--- src/rtl/wmcl_pkg.sv ---
// Constants, register map and state codes of the control-line block.
// Assumes a single 40 MHz clock and APB byte addresses, one word each.
package wmcl_pkg;
   // Clock and power-up toggle window
   localparam int unsigned CLK_HZ        = 40_000_000;
   localparam int unsigned FR_WINDOW_S   = 5;
   localparam int unsigned FR_WINDOW_CYC = FR_WINDOW_S * CLK_HZ;
   localparam int unsigned FR_TOGGLES    = 3;
   localparam int unsigned FR_CNT_W      = 28;

   // Buffer shapes
   localparam int unsigned BYTE_W    = 8;
   localparam int unsigned RXF_DEPTH = 8;
   localparam int unsigned MSG_DEPTH = 256;

   // Register byte offsets
   localparam logic [11:0] CTRL_OFF = 12'h000;
   localparam logic [11:0] STAT_OFF = 12'h004;
   localparam logic [11:0] MSG_OFF  = 12'h008;
   localparam logic [11:0] RXD_OFF  = 12'h00c;

   // Control fields and reset value
   localparam int unsigned CTRL_BAUD_BIT = 0;
   localparam int unsigned CTRL_DORM_BIT = 1;
   localparam logic        CTRL_BAUD_RST = 1'b0;

   // Status fields
   localparam int unsigned STAT_LINK_BIT  = 3;
   localparam int unsigned STAT_FR_BIT    = 4;
   localparam int unsigned STAT_FULL_BIT  = 5;
   localparam int unsigned STAT_MCNT_LSB  = 8;
   localparam int unsigned RXD_VALID_BIT  = 8;

   // Banners, first byte in the top lane
   localparam int unsigned BANNER_LEN = 5;
   localparam logic [39:0] BAN_CMD    = 40'h434d440d0a;
   localparam logic [39:0] BAN_END    = 40'h454e440d0a;

   // Control input positions
   localparam int unsigned IN_SW = 0;
   localparam int unsigned IN_MS = 1;
   localparam int unsigned IN_DW = 2;

   typedef enum logic [2:0] {
      ST_SLEEP   = 3'b000,
      ST_CMD     = 3'b001,
      ST_DATA    = 3'b011,
      ST_ENDING  = 3'b010,
      ST_DORMANT = 3'b100
   } wmcl_state_t;
endpackage

--- src/rtl/wmcl_top.sv ---
// Control-line state logic: mode machine, banners, held-back messages.
// Assumes UART framing outside; bytes arrive and leave by valid/ready.
//
// Behaviour
// - Sleep-wake high wakes into Active mode
// - On wake send command banner
// - Sleep-wake low: end banner, then Deep Sleep
// - Deep Sleep ignores UART unless 2400 baud
// - Data-event indicator low in Deep Sleep
// - Mode-select high: stream UART bytes to peer
// - Mode-select low: back to command, banner
// - Dormant-wake high leaves Dormant mode
// - Three toggles in five seconds: factory reset (code fires on the fourth dormant-wake rise)
// - Sleep-wake high makes reset full, else partial
// - Link-up indicator follows peer connection
// - Data mode: pending message raises data-event
// - Command mode drains messages, then indicator low
// - Message buffer holds 256 bytes
// - Activity indicator high while Active
//
// The placing of the registers and the APB slave port are this design's own decisions.
`timescale 1ns/1ps

module wmcl_fifo #(
   parameter int  W  = 8,
   parameter int  D  = 8,
   localparam int AW = $clog2(D)
) (
   // Clock
   input  wire logic          clk,
   input  wire logic          rst_n,
   input  wire logic          ce,
   // Fill side
   input  wire logic          in_valid,
   input  wire logic [W-1:0]  in_data,
   output logic               in_ready,
   // Drain side
   output logic               out_valid,
   output logic [W-1:0]       out_data,
   input  wire logic          out_ready,
   output logic [AW:0]        count
);
   typedef struct packed {
      logic [D-1:0][W-1:0] mem;
      logic [AW-1:0]       wp;
      logic [AW-1:0]       rp;
      logic [AW:0]         cnt;
   } wmcl_fifo_state_t;

   wmcl_fifo_state_t r;
   wmcl_fifo_state_t n;
   logic             push;
   logic             pop;

   assign in_ready  = (r.cnt != (AW+1)'(D));
   assign out_valid = (r.cnt != '0);
   assign out_data  = r.mem[r.rp];
   assign count     = r.cnt;
   assign push      = in_valid & in_ready;
   assign pop       = out_valid & out_ready;

   // Depth must be a power of two so pointers wrap by themselves
   always_comb begin
      n = r;
      if (push) begin
         n.mem[r.wp] = in_data;
         n.wp        = r.wp + 1'b1;
      end
      if (pop) begin
         n.rp = r.rp + 1'b1;
      end
      if (push & ~pop) begin
         n.cnt = r.cnt + 1'b1;
      end else if (pop & ~push) begin
         n.cnt = r.cnt - 1'b1;
      end
   end

   always_ff @(posedge clk or negedge rst_n) begin
      if (!rst_n) begin
         r <= '0;
      end else if (ce) begin
         r <= n;
      end
   end
endmodule

module wmcl_top #(
   parameter int unsigned FR_WIN = wmcl_pkg::FR_WINDOW_CYC
) (
   // Clock and reset
   input  wire logic        pclk,
   input  wire logic        presetn,
   input  wire logic        clk_en,
   // APB slave
   input  wire logic        psel,
   input  wire logic        penable,
   input  wire logic        pwrite,
   input  wire logic [11:0] paddr,
   input  wire logic [31:0] pwdata,
   output logic [31:0]      prdata,
   output logic             pready,
   output logic             pslverr,
   // Control pins from the host
   input  wire logic        sleep_wake_input,
   input  wire logic        mode_select_input,
   input  wire logic        dormant_wake_input,
   // Indicator pins
   output logic             link_up_indicator,
   output logic             data_event_indicator,
   output logic             activity_indicator,
   // UART receive bytes
   input  wire logic        rx_valid,
   input  wire logic [7:0]  rx_data,
   output logic             rx_ready,
   // UART transmit bytes
   output logic             tx_valid,
   output logic [7:0]       tx_data,
   input  wire logic        tx_ready,
   // Peer stream and link state from the radio side
   output logic             peer_valid,
   output logic [7:0]       peer_data,
   input  wire logic        peer_ready,
   input  wire logic        link_connected,
   // Factory reset request
   output logic             factory_reset,
   output logic             factory_reset_full
);
   typedef struct packed {
      logic [2:0]                     s1;
      logic [2:0]                     s2;
      logic [2:0]                     s3;
      logic [2:0]                     filt;
      wmcl_pkg::wmcl_state_t          st;
      logic                           baud2400;
      logic                           dorm_req;
      logic [2:0]                     ban_idx;
      logic                           ban_busy;
      logic                           ban_end;
      logic                           tx_valid;
      logic [7:0]                     tx_data;
      logic                           link;
      logic                           dei;
      logic                           act;
      logic [wmcl_pkg::FR_CNT_W-1:0]  fr_cnt;
      logic                           fr_open;
      logic                           fr_high;
      logic [1:0]                     fr_tog;
      logic                           fr_done;
      logic                           fr_pulse;
      logic                           fr_full;
      logic [31:0]                    prdata;
      logic                           pslverr;
   } wmcl_top_state_t;

   wmcl_top_state_t r;
   wmcl_top_state_t n;

   logic       setup;
   logic       access;
   logic       rx_accept;
   logic       rxf_in_ready;
   logic       rxf_valid;
   logic [7:0] rxf_data;
   logic       rxf_pop;
   logic       msg_push;
   logic       msg_in_ready;
   logic       msg_valid;
   logic [7:0] msg_data;
   logic       msg_pop;
   logic [8:0] msg_cnt;
   logic [3:0] rxf_cnt;
   logic       tx_free;
   logic [39:0] ban_word;
   logic [2:0] rise;
   logic       awake;

   assign setup   = psel & ~penable;
   assign access  = psel & penable;
   assign pready  = 1'b1;
   assign prdata  = r.prdata;
   assign pslverr = r.pslverr;

   assign awake = (r.st == wmcl_pkg::ST_CMD) | (r.st == wmcl_pkg::ST_DATA)
                | (r.st == wmcl_pkg::ST_ENDING);
   // Deep Sleep drops bytes unless the slow rate is set
   assign rx_accept = awake
                    | ((r.st == wmcl_pkg::ST_SLEEP) & r.baud2400);
   assign rx_ready  = rx_accept ? rxf_in_ready : 1'b1;
   // Data mode streams every received byte to the peer
   assign peer_valid = (r.st == wmcl_pkg::ST_DATA) & rxf_valid;
   assign peer_data  = rxf_data;
   assign rxf_pop = (r.st == wmcl_pkg::ST_DATA) ? peer_ready
                  : (access & ~pwrite & (paddr == wmcl_pkg::RXD_OFF));
   assign msg_push = access & pwrite & (paddr == wmcl_pkg::MSG_OFF)
                   & ~r.pslverr;
   assign tx_free  = ~r.tx_valid | tx_ready;
   // Messages wait through data mode, drain in command mode
   assign msg_pop  = tx_free & ~r.ban_busy & msg_valid
                   & (r.st == wmcl_pkg::ST_CMD);
   assign ban_word = r.ban_end ? wmcl_pkg::BAN_END : wmcl_pkg::BAN_CMD;

   assign tx_valid             = r.tx_valid;
   assign tx_data              = r.tx_data;
   assign link_up_indicator    = r.link;
   assign data_event_indicator = r.dei;
   assign activity_indicator   = r.act;
   assign factory_reset        = r.fr_pulse;
   assign factory_reset_full   = r.fr_full;

   wmcl_fifo #(.W(wmcl_pkg::BYTE_W), .D(wmcl_pkg::RXF_DEPTH)) u_rxf (
      .clk       (pclk),
      .rst_n     (presetn),
      .ce        (clk_en),
      .in_valid  (rx_valid & rx_accept),
      .in_data   (rx_data),
      .in_ready  (rxf_in_ready),
      .out_valid (rxf_valid),
      .out_data  (rxf_data),
      .out_ready (rxf_pop),
      .count     (rxf_cnt)
   );

   // Message store sized for the full held-back backlog
   wmcl_fifo #(.W(wmcl_pkg::BYTE_W), .D(wmcl_pkg::MSG_DEPTH)) u_msg (
      .clk       (pclk),
      .rst_n     (presetn),
      .ce        (clk_en),
      .in_valid  (msg_push),
      .in_data   (pwdata[7:0]),
      .in_ready  (msg_in_ready),
      .out_valid (msg_valid),
      .out_data  (msg_data),
      .out_ready (msg_pop),
      .count     (msg_cnt)
   );

   always_comb begin
      n = r;
      // Three stages; a change counts once stages two and three agree
      n.s1 = {dormant_wake_input, mode_select_input, sleep_wake_input};
      n.s2 = r.s1;
      n.s3 = r.s2;
      n.filt = (~(r.s2 ^ r.s3) & r.s2) | ((r.s2 ^ r.s3) & r.filt);
      rise = n.filt & ~r.filt;

      // Mode machine; a banner in flight blocks further transitions
      case (r.st)
         wmcl_pkg::ST_SLEEP: begin
            if (r.filt[wmcl_pkg::IN_SW]) begin
               n.st       = wmcl_pkg::ST_CMD;
               n.ban_busy = 1'b1;
               n.ban_end  = 1'b0;
               n.ban_idx  = '0;
            end
         end
         wmcl_pkg::ST_CMD: begin
            if (!r.ban_busy) begin
               if (!r.filt[wmcl_pkg::IN_SW]) begin
                  n.st       = wmcl_pkg::ST_ENDING;
                  n.ban_busy = 1'b1;
                  n.ban_end  = 1'b1;
                  n.ban_idx  = '0;
               end else if (r.dorm_req) begin
                  n.st       = wmcl_pkg::ST_DORMANT;
                  n.dorm_req = 1'b0;
               end else if (r.filt[wmcl_pkg::IN_MS]) begin
                  n.st       = wmcl_pkg::ST_DATA;
               end
            end
         end
         wmcl_pkg::ST_DATA: begin
            if (!r.filt[wmcl_pkg::IN_SW]) begin
               n.st       = wmcl_pkg::ST_ENDING;
               n.ban_busy = 1'b1;
               n.ban_end  = 1'b1;
               n.ban_idx  = '0;
            end else if (!r.filt[wmcl_pkg::IN_MS]) begin
               n.st       = wmcl_pkg::ST_CMD;
               n.ban_busy = 1'b1;
               n.ban_end  = 1'b0;
               n.ban_idx  = '0;
            end
         end
         wmcl_pkg::ST_ENDING: begin
            // Sleep only once the last banner byte left the port
            if (!r.ban_busy && !r.tx_valid) begin
               n.st = wmcl_pkg::ST_SLEEP;
            end
         end
         wmcl_pkg::ST_DORMANT: begin
            if (r.filt[wmcl_pkg::IN_DW]) begin
               n.st = wmcl_pkg::ST_SLEEP;
            end
         end
         default: begin
            n.st = wmcl_pkg::ST_SLEEP;
         end
      endcase

      // Transmit slot: banner first, then held-back messages
      if (tx_free) begin
         n.tx_valid = 1'b0;
         if (r.ban_busy) begin
            n.tx_valid = 1'b1;
            n.tx_data  = ban_word[39 - 8*r.ban_idx -: 8];
            n.ban_idx  = r.ban_idx + 1'b1;
            if (r.ban_idx == 3'(wmcl_pkg::BANNER_LEN - 1)) begin
               n.ban_busy = 1'b0;
            end
         end else if (msg_pop) begin
            n.tx_valid = 1'b1;
            n.tx_data  = msg_data;
         end
      end

      // Indicators, registered: link from the input pin, activity and data-event from the next state
      n.link = link_connected;
      n.act  = (n.st == wmcl_pkg::ST_CMD) | (n.st == wmcl_pkg::ST_DATA)
             | (n.st == wmcl_pkg::ST_ENDING);
      // Pending count after this cycle's push and pop
      n.dei  = (n.st != wmcl_pkg::ST_SLEEP)
             & (n.st != wmcl_pkg::ST_DORMANT)
             & ((msg_cnt != 9'h000 & ~(msg_cnt == 9'h001 & msg_pop))
                | msg_push);

      // Power-up toggle counter; only one reset per power cycle
      n.fr_pulse = 1'b0;
      if (r.fr_open) begin
         n.fr_cnt = r.fr_cnt + 1'b1;
         if (r.fr_cnt == wmcl_pkg::FR_CNT_W'(FR_WIN - 1)) begin
            n.fr_open = 1'b0;
         end
         if (r.filt[wmcl_pkg::IN_DW]) begin
            n.fr_high = 1'b1;
         end
         if (rise[wmcl_pkg::IN_DW] && r.fr_high && !r.fr_done) begin
            n.fr_tog = r.fr_tog + 1'b1;
            if (r.fr_tog == 2'(wmcl_pkg::FR_TOGGLES - 1)) begin
               n.fr_done  = 1'b1;
               n.fr_pulse = 1'b1;
               n.fr_full  = r.filt[wmcl_pkg::IN_SW];
            end
         end
      end

      // APB: decode in setup, act in access, always zero wait
      if (setup) begin
         n.prdata  = 32'h0000_0000;
         n.pslverr = 1'b0;
         case (paddr)
            wmcl_pkg::CTRL_OFF: begin
               n.prdata[wmcl_pkg::CTRL_BAUD_BIT] = r.baud2400;
            end
            wmcl_pkg::STAT_OFF: begin
               n.prdata[2:0] = r.st;
               n.prdata[wmcl_pkg::STAT_LINK_BIT] = r.link;
               n.prdata[wmcl_pkg::STAT_FR_BIT]   = r.fr_done;
               n.prdata[wmcl_pkg::STAT_FULL_BIT] = r.fr_full;
               n.prdata[wmcl_pkg::STAT_MCNT_LSB +: 9] = msg_cnt;
            end
            wmcl_pkg::MSG_OFF: begin
               n.pslverr = pwrite & ~msg_in_ready;
            end
            wmcl_pkg::RXD_OFF: begin
               n.prdata[7:0] = rxf_data;
               n.prdata[wmcl_pkg::RXD_VALID_BIT] =
                  rxf_valid & (r.st != wmcl_pkg::ST_DATA);
            end
            default: begin
               n.pslverr = 1'b1;
            end
         endcase
      end
      if (access & pwrite & (paddr == wmcl_pkg::CTRL_OFF)) begin
         n.baud2400 = pwdata[wmcl_pkg::CTRL_BAUD_BIT];
         if (pwdata[wmcl_pkg::CTRL_DORM_BIT]) begin
            n.dorm_req = 1'b1;
         end
      end
   end

   always_ff @(posedge pclk or negedge presetn) begin
      if (!presetn) begin
         r          <= '0;
         r.st       <= wmcl_pkg::ST_SLEEP;
         r.baud2400 <= wmcl_pkg::CTRL_BAUD_RST;
         r.fr_open  <= 1'b1;
      end else if (clk_en) begin
         r <= n;
      end
   end
endmodule

--- config.mk ---
export PLATFORM = sky130hd
export DESIGN_NAME = wmcl_top
export DESIGN_NICKNAME = d
export VERILOG_FILES = /design/src/rtl/wmcl_pkg.sv /design/src/rtl/wmcl_top.sv
export SDC_FILE = /design/constraint.sdc
export NUM_CORES = 2
export LEC_CHECK = 0
export BUFFER_PORTS_ARGS = -buffer_cell sky130_fd_sc_hd__buf_2
export CAP_MARGIN = 30
export CORE_AREA = 2 2 479 481
export CTS_CLUSTER_DIAMETER = 150
export CTS_CLUSTER_SIZE = 28
export DETAILED_ROUTE_END_ITERATION = 6
export DIE_AREA = 0 0 481 483
export RECOVER_POWER = 50
export SLEW_MARGIN = 0
export SYNTH_ARGS = -nofsm -noshare
export SYNTH_HDL_FRONTEND = slang
export SYNTH_SLANG_ARGS = --single-unit
--- constraint.sdc ---
create_clock -name pclk -period 8.6 [get_ports pclk]
set_clock_uncertainty 0.2 [all_clocks]
set_input_delay 0.43 -clock pclk [delete_from_list [all_inputs] [get_ports pclk]]
set_output_delay 0.43 -clock pclk [all_outputs]
set_load 0.02 [all_outputs]
# Word level (Yosys, flattened, before mapping)
# Cells that the tools add are included.
# Widths: inputs -> output; s select.
[op_classes] add_sub_neg=12 magnitude_cmp=6 eq_ne=22 shifts=1 muxes=53 bitwise=53 n_reduce_logical=33
[ops] op="$bwmux 2048" n=1
[ops] op="$bmux 8 s8" n=1
[ops] op="$bwmux 64" n=1
[ops] op="$demux 8 s8" n=1
[ops] op="$shiftx 47x33->8" n=1
[ops] op="$mux 8" n=5
[ops] op="$mux 9" n=4
[ops] op="$mux 35" n=1
[ops] op="$mux 3" n=10
[ops] op="$add 28x1->28 const B" n=1
[ops] op="$and 1x1->1" n=28
[ops] op="$eq 28x28->1 const B" n=1
[ops] op="$mux 5" n=5
[ops] op="$bmux 8 s3" n=1
[ops] op="$demux 8 s3" n=1
[ops] op="$eq 12x4->1 const B" n=2
[ops] op="$reduce_and 2->1" n=10
[ops] op="$lt 8x9->1 const B" n=2
[ops] op="$add 8x1->8 const B" n=2
[ops] op="$mux 4" n=4
[ops] op="$pmux 3 s5" n=1
[ops] op="$pmux 5 s3" n=1
[ops] op="$eq 12x3->1 const B" n=1
[ops] op="$eq 3x2->1 const B" n=4
[ops] op="44 further kinds" n=91
[word_totals] reg_bits=2234 in_bits=65

# Depth between registers and ports, before layout
[depth] word_depth=10 mapped_depth=15

# Modules after synthesis
# Synthesis repeated with hierarchy kept, for this count alone.
[unflattened] cells_unflattened=6844 area_unflattened_um2=103803.3
[modules_own_cells] mod="wmcl_fifo at u_msg" instances=1 cells_per_inst=6182 area_per_inst_um2=95545.4
[modules_own_cells] mod="wmcl_top" instances=1 cells_per_inst=433 area_per_inst_um2=4611.9
[modules_own_cells] mod="wmcl_fifo at u_rxf" instances=1 cells_per_inst=229 area_per_inst_um2=3646.0

# Least setup slack after synthesis
# OpenSTA, ideal clock, no wires.
[synth_path] kind="register -> register" start="reg r[88] (netlist name)" end="reg u_msg.r, in the netlist u_msg.count[6]" arrival_ns=2.825 required_time_ns=8.276 setup_slack_ns=5.451 path_stages_with_launch=11 path_buffers=1 synth_period_minus_slack_ns=3.149 cell_sequence="dfrtp_1 > buf_2 > nor4b_1 > nand2_1 > nor2_1 > inv_1 > ha_1 > or4b_2 > a21oi_1 > o21ai_0 > xnor2_1"
[synth_via] elab_chain_cells=7 word_cells_on_any_way=9
[synth_lines] item="from (decl)" line_no="wmcl_top.sv:156" text="wmcl_top_state_t r;"
[synth_lines] item="from (signal assigned)" line_no="wmcl_top.sv:390" text="r <= n;"
[synth_lines] item="$eq 3x1->1 (*)" line_no="wmcl_top.sv:200" text="& (r.st == wmcl_pkg::ST_CMD);"
[synth_lines] item="$and 1x1->1 (*)" line_no="wmcl_top.sv:200"
[synth_lines] item="$and 1x1->1 (*)" line_no="wmcl_top.sv:60" text="assign pop = out_valid & out_ready;"
[synth_lines] item="$not 1->1" line_no="wmcl_top.sv:72" text="if (push & ~pop) begin"
[synth_lines] item="$and 1x1->1" line_no="wmcl_top.sv:72"
[synth_lines] item="$reduce_bool 2->1 (no line)"
[synth_lines] item="$reduce_and 2->1 (no line)"
[synth_lines] item="to (signal assigned)" line_no="wmcl_top.sv:83" text="r <= n;"
[synth_lines] item="to (decl)" line_no="wmcl_top.sv:50" text="wmcl_fifo_state_t r;"
# Mark *: on every way between the ends. The rest lies on a longest branch, timed or not.
# A chain may end at the register's enable or synchronous reset.

# Worst setup path after layout
[layout_path] start="in clk_en" end="reg u_msg.r[1048] (netlist name)"
[layout_via] elab_chain_cells=1
[layout_lines] item="from (decl)" line_no="wmcl_top.sv:94" text="input wire logic clk_en,"
[layout_lines] item="$reduce_and 2->1 (no line)"
# Every way passes these cells.

==> metrics.md <==
| Metric | Value |
|---|---|
| Status | `finished with violations` |
| Failing checks | `max-capacitance violations, max-slew violations` |
| TritonRoute pass-1 iters | `6` |
| Largest net degree at the start of global routing | `163` |
| Rows | `175` |
| R2r startpoint | `u_msg.count[0]$_DFFE_PN0P_` |
| Largest family of logic cells by synthesized area | `multiplexers` |
| Reg2Reg Depth | `9` |
| Avg Cell Area, Syn | `15.2 sq um` |
| Routed Antenna Nets | `0` |
| First-pass GRT wire length | `429000 microns` |
| Pwr Density | `164 nW/um^2` |
| Sequential area share after synthesis | `53.7%` |
| Sequential group share of total power | `60.6%` |
| Worst slew margin | `-171%` |
| Initial Util | `45.9%` |
| Max-cap violations | `12` |
| Root buf cell | `clkbuf_16` |
| Unrepaired setup endpoints after global routing | `no` |
| Crit path DAT | `6550 ps` |
| Nets@finish | `6753` |
| Die Width | `481 microns` |
| Tmin final | `6050 ps` |
| Max VDD drop | `0.153 mV` |
| Complex-gate fraction of the synthesized area | `2.73%` |
| Final Hold Fails | `0` |
| Most frequent cell after synthesis | `dfrtp_1` |
| Measured slew at the worst slew-check pin | `4060 ps` |
| DR vias/cell | `6.10` |
| Post-synth top area share | `53.7%` |
| Routed WL per cell | `29.7 microns` |
| Yosys reg bits | `2234` |
| Clock Latency Late Sink | `810 ps` |
| Final setup TNS | `0 ps` |
| Top cells by area, synth | `dfrtp_1 (54%), mux2_2 (22%), mux4_2 (10%)` |
| Clock sink count | `2234` |
| DP Cell Count | `9548` |
| Fill count | `19613` |
| Post-CTS Resized | `0` |
| Drt drc | `0` |
| GP Congestion | `0.856` |
| Fmax | `165 MHz` |
| Post-synth cell types | `88` |
| Post-Layout Cell Count | `9704` |
| Reg-to-reg endpoint | `u_msg.r[1048]$_DFFE_PN0P_` |
| Asr flop ratio synth | `100%` |
| Layout cells sized above 1 | `46.4%` |
| TritonCTS Buffers | `89` |
| Internal power | `13.3 mW` |
| Final setup viols | `0` |
| Gate power share | `10.0%` |
| Post-synthesis xor/xnor area fraction | `0.496%` |
| Min-delay src | `pwdata[6]` |
| Drt total wl | `288000 microns` |
| Hold Crit Depth | `2` |
| Port Buffers | `82` |
| Synth area leader | `dfrtp_1` |
| Die area | `232000 sq um` |
| Via Count | `59188` |
| Overall routing resource usage | `24.7%` |
| Setup bufs post-CTS | `0` |
| H-tree levels | `3` |
| DP HPWL | `179000 microns` |
| Post-synth EDFFs | `0` |
| Fraction of the mapped netlist area in adder cells | `0.260%` |
| Synth Instances | `6857` |
| Vias in the first global route | `61307` |
| Worst hold endpoint | `u_msg.r[1623]$_DFFE_PN0P_` |
| Commonest cells in the netlist | `dfrtp_1 (2233), mux2_2 (2032), mux4_2 (470), clkbuf_1 (317), mux2i_1 (230)` |
| Clock Tree Buf Depth | `3` |
| Area share of and/or/nand/nor cells after synthesis | `4.22%` |
| Pins over their slew limit | `840` |
| CTS tree | `built` |
| Register area | `55900 sq um` |
| I/O pin count | `123` |
| CP endpoint kind | `flip-flop` |
| Starting DRT DRC Count | `4905` |
| Core ar. | `227000 sq um` |
| Tcrit/Tclk final | `70.3%` |
| Min-delay worst type | `input port to flip-flop` |
| Setup slack, reg-to-reg | `3530 ps` |
| Startpoint Class | `input port` |
| Die Y | `483 microns` |
| YS warnings | `0` |
| Area of the multi-input gates | `45400 sq um` |
| Antenna violations before repair | `7` |
| Congestion Overflow GR | `0` |
| Clock Pin Slew Worst Setup and Hold Paths | `110 ps` |
| Design area | `110000 sq um` |
| Clock Power Share | `29.4%` |
| Sw frac | `25.9%` |
| Area after DPL | `107000 sq um` |
| Top_reg_cell synth | `dfrtp_1` |
| Post-synthesis mux area share | `35.8%` |
| Lkg Pwr | `50.9 nW` |
| P&R area growth vs syn | `5.35%` |
| Psw | `4.65 mW` |
| WP data required | `9100 ps` |
| Max FO, Critical Path | `41` |
| CP Class | `input port to flip-flop` |
| Post-synthesis cell area | `104000 sq um` |
[how the worst max path moves through the flow]
stage,start,endpoint,slack (ps),cells past startpoint
after floorplan,r[88]$_DFFE_PN0P_,u_msg.count[6]$_DFFE_PN0P_,5450,10
after global placement,u_msg.r[10]$_DFFE_PN0P_,tx_data[2]$_DFFE_PN0P_,3760,9
after detailed placement,u_msg.r[10]$_DFFE_PN0P_,tx_data[2]$_DFFE_PN0P_,3840,9
after CTS,u_msg.r[10]$_DFFE_PN0P_,tx_data[2]$_DFFE_PN0P_,3780,9
after global routing,presetn,u_msg.r[1956]$_DFFE_PN0P_,2180,5
final,clk_en,u_msg.r[1048]$_DFFE_PN0P_,2550,9
[cell type report]
class	instances	share of cell area [%]
clock buffers	103	2.12
clock inverters	6	0.0719
flip-flops and latches	2234	51.0
multi-input cells	4080	41.4
repair buffers	232	1.82
inverters	30	0.103
well taps	3009	3.43
diodes	10	0.0228
[critical path: stages]
cell	delay (ps)
dlygate4sd3_1	510
buf_2	90
clkbuf_1	1530
o2111a_1	960
and3_1	570
clkbuf_1	900
nand3_2	430
nor2_2	650
mux2_2	410
[per-stage QoR]
step | hold slack [ps] | util [%] | power, mW | setup WS (ps)
finish | 23.0 | 48.3 | 18.0 | 2550
global route | 3.82 | 48.3 | 18.7 | 2180
CTS | 8.17 | 48.3 | 18.2 | 3780
detailed placement | 211 | 47.1 | 12.9 | 3840
global placement | 208 | 47.1 | 12.9 | 3760
floorplan | -65.6 | - | 12.3 | 5450
[power groups by stage]
stage	Clock [mW]	Combinational, mW	Sequential (mW)
2_1_floorplan	0	1.30	11.0
3_3_place_gp	0	1.79	11.1
3_5_place_dp	0	1.82	11.1
4_1_cts	5.46	1.84	10.9
5_1_grt	5.80	1.98	10.9
6_report	5.28	1.80	10.9
[state kept, by name, summed over array words and instances (netlist names), named ones only]
name	count
tx_valid	1
n	6
tx_data	8
u_rxf.r	70
data_event_indicator	1
u_msg.count	9
factory_reset	1
factory_reset_full	1
u_rxf.count	4
prdata	17
link_up_indicator	1
pslverr	1
r	47
u_msg.r	2064
activity_indicator	1
[routing by layer]
metal | vias to the layer above | GRT usage (%) | share of wire, %
met2 | 1548 | 38.6 | 47
met5 | - | 0 | 0
met1 | 32503 | 36.1 | 45
met3 | 327 | 3.08 | 4.8
li1 | 24810 | - | -
met4 | 0 | 7.91 | 3.4
[logic make-up (layout without fill, tap and decap cells)]
| logic type | after synthesis | count (layout) |
|---|---|---|
| other cells | 2 | 26 |
| mux | 2840 | 2840 |
| flops | 2234 | 2234 |
| simple gates | 739 | 739 |
| buf+inv | 557 | 371 |
| xor+xnor | 59 | 59 |
| fa+ha+maj | 21 | 21 |
| compound gates | 405 | 405 |
[what timing repair did]
item | 4_1_cts | 5_1_grt
hold endpoints to repair | 215 | 0
hold buffers | 28 | 0
endpoints found under the setup margin | 0 | 0
[cells in the final DEF (no fill, tap or decap), types with 16 or more instances in the layout]
master,instances
dfrtp_1,2227
o22ai_1,65
a221oi_1,24
a22oi_1,47
nor4_1,20
nor2_1,89
dlygate4sd3_1,28
a21oi_1,46
o221ai_1,22
conb_1,16
mux2_4,80
clkbuf_16,91
nand4_1,18
nand2_1,155
clkbuf_1,62
buf_4,73
nand3_1,67
nand2b_1,24
mux2i_1,230
a211oi_1,20
nor3_1,38
ha_1,20
a22o_1,23
nor2_2,193
buf_2,39
mux2_1,30
o21ai_0,69
buf_12,22
mux2_2,2030
nor2_8,30
xor2_1,23
xnor2_1,36
inv_1,29
mux4_2,470
nor2b_1,18
Power figures use the tool's default switching activity.
